==> src/psr_pkg.sv <==
// shared constants and types of the processor status register bank
package psr_pkg;

  // status resource identifier layout
  localparam int          PSR_ID_SHIFT    = 8;
  localparam logic [7:0]  PSR_ID_TYPE     = 8'h0c;

  // register numbers
  localparam logic [7:0]  PSR_MEM_BASE    = 8'h00;
  localparam logic [7:0]  PSR_VEC_BASE    = 8'h01;
  localparam logic [7:0]  PSR_TILE_CTRL   = 8'h02;
  localparam logic [7:0]  PSR_BOOT_STATE  = 8'h03;
  localparam logic [7:0]  PSR_SEC_COPY    = 8'h05;
  localparam logic [7:0]  PSR_OSC_CTRL    = 8'h06;
  localparam logic [7:0]  PSR_OSC_CNT0    = 8'h07;
  localparam logic [7:0]  PSR_OSC_CNT_LST = 8'h0a;

  // values after reset
  localparam logic [31:0] PSR_MEM_BASE_RST = 32'h0001_0000;
  localparam logic [31:0] PSR_VEC_BASE_RST = 32'h0000_0000;

  // field positions
  localparam int PSR_MEM_LO       = 2;
  localparam int PSR_VEC_LO       = 16;
  localparam int PSR_DIV_EN_BIT   = 4;
  localparam int PSR_DIV_DYN_BIT  = 5;
  localparam int PSR_TILE_NUM_LO  = 16;
  localparam int PSR_OTP_BOOT_BIT = 8;
  localparam int PSR_OSC_TILE_BIT = 1;
  localparam int PSR_OSC_PER_BIT  = 0;

  // counts of cycles
  localparam logic [3:0]  PSR_DIV_RATIO   = 4'h4;
  localparam logic [1:0]  PSR_STRAP_SETTLE = 2'h2;

  localparam int PSR_NUM_OSC = 4;
  localparam int PSR_CNT_W   = 16;

  // request from the core
  typedef struct packed {
    logic        rd;
    logic        wr;
    logic [31:0] res_id;
    logic [31:0] wdata;
  } psr_req_t;

  // answer to the core
  typedef struct packed {
    logic        rd_valid;
    logic        wr_ack;
    logic        err;
    logic [31:0] rdata;
  } psr_rsp_t;

  // state of one oscillator counter
  typedef struct packed {
    logic                 s1;
    logic                 s2;
    logic                 s3;
    logic [PSR_CNT_W-1:0] cnt;
  } psr_osc_state_t;

  // state of the bank
  typedef struct packed {
    logic [31:0] mem_base;
    logic [31:0] vec_base;
    logic        div_en;
    logic        div_dyn;
    logic [1:0]  osc_run;
    logic [7:0]  strap_s1;
    logic [7:0]  strap_s2;
    logic [7:0]  boot_mode;
    logic [1:0]  settle;
    logic [3:0]  div_cnt;
    logic        clk_tick;
    logic [31:0] event_addr;
    psr_rsp_t    rsp;
  } psr_state_t;

endpackage : psr_pkg

==> src/psr_osc_count.sv <==
// one ring oscillator counter brought into the tile clock domain
`timescale 1ns/10ps
`default_nettype none

module psr_osc_count (
  // clock and reset
  input  wire logic                        clk_sys,
  input  wire logic                        sys_rst,
  // oscillator
  input  wire logic                        osc_level,
  input  wire logic                        run,
  // count
  output var  logic [psr_pkg::PSR_CNT_W-1:0] count
);
  import psr_pkg::*;

  // zero power-up count, never cleared
  psr_osc_state_t st_reg = '0;
  psr_osc_state_t st_next;

  ////////////////////////////////////////////////////////////////////////
  always_comb begin
    st_next    = st_reg;
    st_next.s1 = osc_level;
    st_next.s2 = st_reg.s1;
    st_next.s3 = st_reg.s2;
    if (run && st_reg.s2 && !st_reg.s3) begin
      st_next.cnt = st_reg.cnt + 16'h0001;
    end
  end

  ////////////////////////////////////////////////////////////////////////
  always_ff @(posedge clk_sys) begin
    st_reg <= st_next;
    if (sys_rst) begin
      st_reg.s1 <= 1'b0;
      st_reg.s2 <= 1'b0;
      st_reg.s3 <= 1'b0;
      st_reg.cnt <= st_reg.cnt;
    end
  end

  assign count = st_reg.cnt;

endmodule : psr_osc_count

`default_nettype wire

==> src/psr_bank.sv <==
// processor status register bank of one tile
// What this block does
// - core reads and writes status registers by number via dedicated ops
// - memory base resets to 0x00010000
// - memory base bits 31:2 writable, bits 1:0 reserved read-only
// - event address is vector base 31:16 over event vector 15:0
// - control bit 4 enables clock divider, resets zero
// - bit 5 divides only while all active cores paused, else always
// - boot state bits 23:16 give tile number on switch
// - boot state bit 8 reads one when otp boot enabled
// - boot state bits 7:0 hold sampled boot strap pins
// - security copy register returns otp security word read-only
// - four oscillator counters read at four registers after control
// - oscillator control bit 1 runs tile oscillators, resets zero
// - oscillator control bit 0 runs peripheral oscillators, resets zero
// - counters 0x07..0x0a are tile cell, tile wire, periph cell, wire
// - counter registers return 16-bit count, upper bits zero
// - oscillator counters are not cleared by system reset
// - oscillators run asynchronously, usable as random bit source
`timescale 1ns/10ps
`default_nettype none

module psr_bank (
  // clock and reset
  input  wire logic                     clk_sys,
  input  wire logic                     sys_rst,
  // status register access from the core
  input  wire psr_pkg::psr_req_t        ps_req,
  output var  psr_pkg::psr_rsp_t        ps_rsp,
  // boot and security inputs
  input  wire logic [7:0]               tile_number,
  input  wire logic                     otp_boot_en,
  input  wire logic [31:0]              otp_security_word,
  input  wire logic                     boot_strap_pin_0,
  input  wire logic                     boot_strap_pin_1,
  input  wire logic [5:0]               boot_strap_pin_hi,
  // event vectoring
  input  wire logic [15:0]              event_vector,
  output var  logic [31:0]              event_addr,
  // clock divider
  input  wire logic                     all_cores_paused,
  output var  logic                     tile_clk_tick,
  // memory base
  output var  logic [31:0]              mem_base,
  // ring oscillators
  output var  logic [1:0]               osc_run,
  input  wire logic [3:0]               osc_level
);
  import psr_pkg::*;

  psr_state_t st_reg;
  psr_state_t st_next;

  localparam psr_state_t PSR_RST = '{
    mem_base:   PSR_MEM_BASE_RST,
    vec_base:   PSR_VEC_BASE_RST,
    div_en:     1'b0,
    div_dyn:    1'b0,
    osc_run:    2'h0,
    strap_s1:   8'h00,
    strap_s2:   8'h00,
    boot_mode:  8'h00,
    settle:     2'h0,
    div_cnt:    4'h0,
    clk_tick:   1'b1,
    event_addr: 32'h0000_0000,
    rsp:        '0
  };

  logic [PSR_CNT_W-1:0] osc_cnt [PSR_NUM_OSC];
  logic [3:0]           osc_run_map;

  ////////////////////////////////////////////////////////////////////////
  // oscillator counters
  // order tile cell, tile wire, periph cell, periph wire
  assign osc_run_map = {st_reg.osc_run[PSR_OSC_PER_BIT],
                        st_reg.osc_run[PSR_OSC_PER_BIT],
                        st_reg.osc_run[PSR_OSC_TILE_BIT],
                        st_reg.osc_run[PSR_OSC_TILE_BIT]};

  genvar gi;
  generate
    for (gi = 0; gi < PSR_NUM_OSC; gi++) begin : g_osc
      psr_osc_count u_cnt (
        .clk_sys   (clk_sys),
        .sys_rst   (sys_rst),
        .osc_level (osc_level[gi]),
        .run       (osc_run_map[gi]),
        .count     (osc_cnt[gi])
      );
    end
  endgenerate

  ////////////////////////////////////////////////////////////////////////
  // next state
  logic [7:0]  reg_num;
  logic        id_ok;
  logic        slowing;
  logic [31:0] rword;
  logic        mapped;
  logic [7:0]  cnt_idx;

  always_comb begin
    st_next = st_reg;
    rword   = 32'h0000_0000;
    mapped  = 1'b1;
    cnt_idx = 8'h00;

    st_next.strap_s1 = {boot_strap_pin_hi, boot_strap_pin_1,
                        boot_strap_pin_0};
    st_next.strap_s2 = st_reg.strap_s1;
    // latch straps once settled after reset
    if (st_reg.settle != PSR_STRAP_SETTLE) begin
      st_next.settle    = st_reg.settle + 2'h1;
      st_next.boot_mode = st_reg.strap_s2;
    end

    // number sits above the resource type byte
    reg_num = ps_req.res_id[PSR_ID_SHIFT +: 8];
    id_ok   = (ps_req.res_id[7:0] == PSR_ID_TYPE) &&
              (ps_req.res_id[31:16] == 16'h0000);

    case (reg_num)
      PSR_MEM_BASE: begin
        rword = st_reg.mem_base;
      end
      PSR_VEC_BASE: begin
        rword = st_reg.vec_base;
      end
      PSR_TILE_CTRL: begin
        rword[PSR_DIV_EN_BIT]  = st_reg.div_en;
        rword[PSR_DIV_DYN_BIT] = st_reg.div_dyn;
      end
      PSR_BOOT_STATE: begin
        rword[PSR_TILE_NUM_LO +: 8] = tile_number;
        rword[PSR_OTP_BOOT_BIT]     = otp_boot_en;
        rword[7:0]                  = st_reg.boot_mode;
      end
      PSR_SEC_COPY: begin
        rword = otp_security_word;
      end
      PSR_OSC_CTRL: begin
        rword[1:0] = st_reg.osc_run;
      end
      default: begin
        if (reg_num >= PSR_OSC_CNT0 && reg_num <= PSR_OSC_CNT_LST) begin
          cnt_idx = reg_num - PSR_OSC_CNT0;
          rword[PSR_CNT_W-1:0] = osc_cnt[cnt_idx[1:0]];
        end else begin
          mapped = 1'b0;
        end
      end
    endcase

    // answers are one-cycle pulses
    st_next.rsp          = '0;
    st_next.rsp.rdata    = st_reg.rsp.rdata;

    if (ps_req.rd) begin
      st_next.rsp.rd_valid = 1'b1;
      st_next.rsp.err      = !(id_ok && mapped);
      // reserved and unmapped read as zero
      st_next.rsp.rdata    = (id_ok && mapped) ? rword : 32'h0000_0000;
    end else if (ps_req.wr) begin
      st_next.rsp.wr_ack = 1'b1;
      st_next.rsp.err    = !(id_ok && mapped);
      if (id_ok) begin
        case (reg_num)
          PSR_MEM_BASE: begin
            st_next.mem_base = {ps_req.wdata[31:PSR_MEM_LO], 2'b00};
          end
          PSR_VEC_BASE: begin
            st_next.vec_base = {ps_req.wdata[31:PSR_VEC_LO], 16'h0000};
          end
          PSR_TILE_CTRL: begin
            st_next.div_en  = ps_req.wdata[PSR_DIV_EN_BIT];
            st_next.div_dyn = ps_req.wdata[PSR_DIV_DYN_BIT];
          end
          PSR_OSC_CTRL: begin
            st_next.osc_run[PSR_OSC_TILE_BIT] =
              ps_req.wdata[PSR_OSC_TILE_BIT];
            st_next.osc_run[PSR_OSC_PER_BIT] =
              ps_req.wdata[PSR_OSC_PER_BIT];
          end
          default: begin
            // read-only and unmapped numbers ignore writes
            st_next.rsp.wr_ack = 1'b1;
          end
        endcase
      end
    end

    st_next.event_addr = {st_reg.vec_base[31:PSR_VEC_LO], event_vector};

    // static always slows, dynamic only when all paused
    slowing = st_reg.div_en && (!st_reg.div_dyn || all_cores_paused);
    // divided tick while slowing, else every cycle
    if (!slowing) begin
      st_next.div_cnt  = 4'h0;
      st_next.clk_tick = 1'b1;
    end else if (st_reg.div_cnt == PSR_DIV_RATIO - 4'h1) begin
      st_next.div_cnt  = 4'h0;
      st_next.clk_tick = 1'b1;
    end else begin
      st_next.div_cnt  = st_reg.div_cnt + 4'h1;
      st_next.clk_tick = 1'b0;
    end
  end

  ////////////////////////////////////////////////////////////////////////
  // state register
  always_ff @(posedge clk_sys) begin
    if (sys_rst) begin
      st_reg <= PSR_RST;
      st_reg.strap_s1 <= st_next.strap_s1;
      st_reg.strap_s2 <= st_next.strap_s2;
    end else begin
      st_reg <= st_next;
    end
  end

  ////////////////////////////////////////////////////////////////////////
  // outputs
  assign ps_rsp        = st_reg.rsp;
  assign event_addr    = st_reg.event_addr;
  assign tile_clk_tick = st_reg.clk_tick;
  assign mem_base      = st_reg.mem_base;
  assign osc_run       = st_reg.osc_run;

endmodule : psr_bank

`default_nettype wire

==> config.mk <==
export PLATFORM = sky130hd
export DESIGN_NAME = psr_bank
export DESIGN_NICKNAME = d
export VERILOG_FILES = /design/src/psr_pkg.sv /design/src/psr_osc_count.sv /design/src/psr_bank.sv
export SDC_FILE = /design/constraint.sdc
export NUM_CORES = 1
export LEC_CHECK = 0
export BUFFER_PORTS_ARGS = -buffer_cell sky130_fd_sc_hd__buf_2
export CORE_MARGIN = 2
export CORE_UTILIZATION = 51
export DETAILED_ROUTE_END_ITERATION = 7
export GPL_TIMING_DRIVEN = 0
export PLACE_DENSITY = 0.85
export SLEW_MARGIN = 5
export SYNTH_ARGS = -nofsm -noshare
export SYNTH_HDL_FRONTEND = slang
export SYNTH_SLANG_ARGS = --single-unit
==> constraint.sdc <==
create_clock -name clk_sys -period 3.8 [get_ports clk_sys]
set_input_delay 0.19 -clock clk_sys [delete_from_list [all_inputs] [get_ports clk_sys]]
set_output_delay 0.19 -clock clk_sys [all_outputs]
set_load 0.02 [all_outputs]
# Word level (Yosys, flattened, before mapping)
# Cells that the tools add are included.
classes:
  order_cmp: 3
  bitwise: 4
  n_eq_ne: 8
  muxes: 18
  n_addsub: 7
  reduce_logical: 37
ops:
  columns: ["operator", "count"]
  rows:
  - ["16-bit by 1-bit adder with 16-bit output (second input constant)", 4]
  - ["16-bit 2-to-1 mux", 3]
  - ["16-bit binary-select mux with 2-bit select", 1]
  - ["32-bit 2-to-1 mux", 1]
  - ["8-bit case mux with 4 select lines", 1]
  - ["8-bit case mux with 3 select lines", 1]
  - ["7-bit case mux with 3 select lines", 1]
  - ["8-bit by 2-bit equality test with 1-bit output (second input constant)", 2]
  - ["8-bit by 3-bit equality test with 1-bit output (second input constant)", 2]
  - ["16-bit zero test", 1]
  - ["2-bit case mux with 4 select lines", 2]
  - ["4-bit AND reduction", 4]
  - ["1-bit logical AND", 12]
  - ["3-bit case mux with 4 select lines", 1]
  - ["2-bit case mux with 5 select lines", 1]
  - ["3-bit OR reduction", 3]
  - ["8-bit by 1-bit equality test with 1-bit output (second input constant)", 1]
  - ["8-bit by 4-bit equality test with 1-bit output (second input constant)", 1]
  - ["8-bit by 3-bit greater-or-equal comparator with 1-bit output (second input constant)", 1]
  - ["8-bit by 4-bit less-or-equal comparator with 1-bit output (second input constant)", 1]
  - ["8-bit zero test", 1]
  - ["2-bit AND reduction", 4]
  - ["1-bit zero test", 6]
  - ["2-bit OR reduction", 3]
  - ["14 further kinds", 19]
word_totals:
  input_bits: 138
  out_inout_bits: 102
  word_cells: 109
  regBits: 224

# Depth between registers and ports, before layout
logic_depth:
  ltp_word: 8
  depth_mapped: 11
  depth_no_buf: 6

# Hierarchy
# A second synthesis with hierarchy kept.
hier_totals:
  cells_unflattened: 1031
  hier_area_um2: 10651.5
modules_own_cells:
  columns: ["mod", "area_each_um2", "seq_area_each_um2", "instances", "cells_per_inst"]
  rows:
  - ["psr_bank", 6692.7, 2962.8, 1, 711]
  - ["psr_osc_count", 989.7, 540.5, 4, 80]

# Worst setup path before layout
# OpenSTA, ideal clock, no wires.
synth_path:
  path_type: "input to register"
  start: "in ps_req[40] (netlist name)"
  end: "reg st_reg (netlist bit ps_rsp[8])"
  n_path_buf: 4
  path_stages: 9
  setup_time_ns: 0.139
  arrival_time_ns: 2.638
  required_time_ns: 3.661
  path_slack_ns: 1.024
  path_cell_list: "clkbuf_1 -> clkbuf_1 -> inv_1 -> ha_1 -> buf_2 -> buf_1 -> mux4_2 -> nand3_1 -> a22oi_1"
synth_via:
  elab_chain_len: 8
  word_cells_on_any_way: 22
  classes_between: "add/sub (1); order compare (2); eq/ne (5); mux (8); bitwise (1); reduce/logical (5)"
synth_rtl:
  columns: ["item", "line_no", "source"]
  rows:
  - ["start: declaration", "psr_bank.sv:28", "input wire psr_pkg::psr_req_t ps_req,"]
  - ["2-bit subtractor", "psr_bank.sv:147", "cnt_idx = reg_num - PSR_OSC_CNT0;"]
  - ["2-bit inverter with 3-bit output (not written as such)", "psr_bank.sv:148", "rword[PSR_CNT_W-1:0] = osc_cnt[cnt_idx[1:0]];"]
  - ["16-bit binary-select mux with 2-bit select", "psr_bank.sv:148", null]
  - ["16-bit 2-to-1 mux (not written as such) (2 in a row)", "psr_bank.sv:148", null]
  - ["16-bit 2-to-1 mux", "psr_bank.sv:146", "if (reg_num >= PSR_OSC_CNT0 && reg_num <= PSR_OSC_CNT_LST) begin"]
  - ["3-bit case mux with 4 select lines", "psr_bank.sv:123", "case (reg_num)"]
  - ["32-bit 2-to-1 mux *", "psr_bank.sv:163", "st_next.rsp.rdata = (id_ok && mapped) ? rword : 32'h0000_0000;"]
  - ["end signal: assignment", "psr_bank.sv:218", "st_reg <= st_next;"]
  - ["end: declaration", "psr_bank.sv:51", "psr_state_t st_reg;"]
# Every way passes the cells marked *; elsewhere a longest branch is shown, timed or not. The select of a mux whose other input is x is not followed.
# A chain may end at the register's enable or synchronous reset.

# Worst setup path after layout
layout_path:
  start: "in ps_req[40] (netlist name)"
  end: "reg st_reg (netlist bit ps_rsp[9])"
layout_via:
  elab_chain_len: 8
  word_cells_on_any_way: 22
  classes_between: "add/sub (1); order compare (2); eq/ne (5); mux (8); bitwise (1); reduce/logical (5)"
layout_rtl:
  columns: ["item", "line_no"]
  rows:
  - ["2-bit subtractor", "psr_bank.sv:147"]
  - ["2-bit inverter with 3-bit output (not written as such)", "psr_bank.sv:148"]
  - ["16-bit binary-select mux with 2-bit select", "psr_bank.sv:148"]
  - ["16-bit 2-to-1 mux (not written as such) (2 in a row)", "psr_bank.sv:148"]
  - ["16-bit 2-to-1 mux", "psr_bank.sv:146"]
  - ["7-bit case mux with 3 select lines", "psr_bank.sv:123"]
  - ["32-bit 2-to-1 mux *", "psr_bank.sv:163"]
# Marks and branches as above.

==> metrics.txt <==
largest net degree at the start of global routing=17; die boundary height=147 um; LEAKAGE=about 5.6 nW; first-pass GRT wire length=between 40 and 50 mm; root buf cell=clkbuf_16; CP Data Arrival Time=roughly 3.4 ns; sequential fraction of the synthesis area=0.494; Compound-Gate Fraction of Synth Area=0.0788; Final nets=1435; Pwr per Cell Area=387 nW/um^2; core area=20100 um^2; worst hold path startpoint=ps_req[4]; clock buffer depth=3; post-synthesis mux area share=0.0909; Power Internal=just under 4 mW; unrepaired setup endpoints after global routing=false; synthesized flop and latch total=224; hold depth=3; Post-Synth XOR/XNOR Area=0.0499; Post-DP Area=roughly 12000 um^2; FP Rows=52; Max VDD drop=approximately 0.00025 V; I/O pins=between 200 and 250; Worst Hold Slack=roughly 0.0048 ns; vias=8482; DR iter-0 viols=between 600 and 700; max-cap viol count=0; Reg clk slew, reported paths=about 0.060 ns; Antenna Nets Post-Route=0; Critical Path End Type=flip-flop; final worst setup slack=between 0.7 and 0.8 ns; minimum period implied by the final worst setup slack=roughly 3 ns; clk sinks=approximately 220; post-synthesis simple-gate area fraction=0.166; Synth-to-Final Area Change=27.3%; headroom to the max-slew limit=0.478; Fin Setup TNS=0 ns; Placed Instances=about 1500; Sequential Power Share=0.492; Post-Synthesis Cells=about 970; startpoint types=input pin; FFs w/ async S/R, synth=0; DRT Pass-1 Iters=6; mapped cell area=10400 um^2; final core occ=0.656; outcome=finished clean; Worst EP required=4.14 ns; RD Place Congestion=between 0.9 and 1; Overall Global Routing Usage=0.265; post-synthesis adder-cell area fraction=0.0121; minimum setup slack among reg-to-reg paths=approximately 1.9 ns; Crit Path Class=input pin to flip-flop; insertion delay to the later sink of the worst-skew pair=~0.5 ns; sw power=approximately 1.2 mW; final setup vio count=0; Final Skew=0.0162 ns; grt total ovfl=0; critical-path cell with the highest stage delay=mux4_2; Initial Util=0.516; die area=between 20000 and 25000 um^2; fraction of layout cells with a size suffix above 1=0.311; critical path's largest stage delay=roughly 0.59 ns; Clock power frac=0.425; Final HPWL DP=21.5 mm; Slew @ Worst Pin=between 0.7 and 0.8 ns; HP Class=input pin to flip-flop; # H-tree levels=1; maximum fanout along the worst path=10; Reg-to-Reg Start=g_osc[3].u_cnt.count[0]; input/output buffers=approximately 240; chip width=roughly 150 um; reg-to-reg endpoint=g_osc[3].u_cnt.count[12]; Tcrit/Tclk final=0.801; WL/cell=roughly 19 um; number of synthesized flops with an enable pin=64; Worst Hold End=st_reg[101]; # resized after CTS=0; largest family of logic cells by synthesized area=simple AND/OR/NAND/NOR gates; Avg Inst Size Synth=between 10 and 15 um^2; post-route cell area=approximately 13000 um^2; Synth area leader=dfxtp_1; Synth Warn #=0; ant diodes=0; Fill cells=~1500; Cell Count, Final, Fillers Out=1573; fin. max-slew vios=0; initial antenna violation count=1; final-report hold violation count=0; share of Yosys cell area claimed by the top area cell type=0.309; Yosys cell types=52; post-DR vias/cell=5.39; critical-path cell list=buf_2 -> clkbuf_1 -> clkbuf_1 -> inv_1 -> ha_1 -> buf_2 -> buf_1 -> mux4_2 -> nand3_1 -> a22oi_1; DR DRC count=0; Tot Pwr=5.11 mW; R2R depth=5; Total Wirelength=29.3 mm; switching share of total power=0.226; Largest register FFs=64; top cells by area, synth=dfxtp_1 31%, edfxtp_1 19%, buf_4 7.4%; vias in the first global route=8616; top_reg_cell synth=dfxtp_1; CTS tree=yes; Num CTS Buffers=23; Max Fclk=roughly 330 MHz; Setup WS pre-CTS=between 0.2 and 0.25 ns; Logic pwr share=0.083
power by group through the flow:
stage               Sequential [mW]  Clock (mW)  Combinational [mW]
CTS                            2.51        2.18               0.418
detailed placement             2.56           0               0.369
finish                         2.51        2.17               0.426
global placement               2.56           0               0.360
floorplan                      2.56           0               0.224
global route                   2.52        2.27               0.461
cells in the mapped netlist, types with 21 or more instances:
cell,number
edfxtp_1,64
nor2b_1,30
xnor2_1,38
a22oi_1,31
clkbuf_1,38
nand2_1,53
inv_1,35
mux2i_1,57
buf_4,102
nand3_1,36
nor2_1,36
dfxtp_1,160
nand2b_1,81
xor2_1,21
cell type report:
class / instances / area (um^2) / area share
Sequential cell: 224 / 5120 / 0.388
Multi-Input combinational cell: 557 / 4130 / 0.313
Timing Repair Buffer: 294 / 1760 / 0.133
Buffer: 152 / 981 / 0.0743
Clock buffer: 33 / 684 / 0.0519
Tap cell: 270 / 338 / 0.0256
Inverter: 35 / 131 / 0.00996
Clock inverter: 8 / 43.8 / 0.00332
logic make-up after synthesis:
logic type / after synthesis
and+or+nand+nor: 307
DFF: 224
buffers and inverters: 187
AOI/OAI and AO/OA: 105
muxes: 74
xor gates and xnor gates: 59
adders and majority gates: 10
other: 1
metal layers:
layer  wire (um)  GRT usage
met4        1450      0.135
met2       14600      0.468
met1       11100      0.309
met3        2110     0.0463
met5          19          0
cells in the final DEF (no fill, tap or decap), types with 30 or more instances in the layout:
cell type        n
inv_1           35
nor2b_1         30
buf_4          102
nor2_1          36
clkbuf_1        42
dlygate4sd3_1   58
a22oi_1         31
nand3_1         36
buf_2          243
edfxtp_1        64
xnor2_1         38
dfxtp_1        160
nand2_1         53
nand2b_1        81
mux2i_1         57
worst max path at each step:
| stage | start | endpoint | slack (ns) | depth (start not counted) |
|---|---|---|---|---|
| 2_1_floorplan | ps_req[40] | ps_rsp[8] | 1.02 | 9 |
| 3_3_place_gp | ps_req[40] | ps_rsp[6] | 0.31 | 10 |
| 3_5_place_dp | ps_req[40] | ps_rsp[9] | 0.24 | 10 |
| 4_1_cts | ps_req[40] | ps_rsp[9] | 0.75 | 10 |
| 5_1_grt | ps_req[40] | ps_rsp[6] | 0.46 | 10 |
| 6_report | ps_req[40] | ps_rsp[9] | 0.76 | 10 |
timing repair:
action | CTS | global route
hold buffers | 58 | 0
endpoints found under the hold margin | 67 | 0
setup buffers | 0 | 0
critical path: cells and delay by family:
kind | cells | cell delay [ns]
AO/OA/AOI/OAI | 1 | 0.08
adder cells (fa/ha/maj) | 1 | 0.31
buffers and inverters | 6 | 2.09
multiplexers | 1 | 0.59
AND/OR/NAND/NOR | 1 | 0.11
No activity file was read; power rests on OpenSTA's default activity.
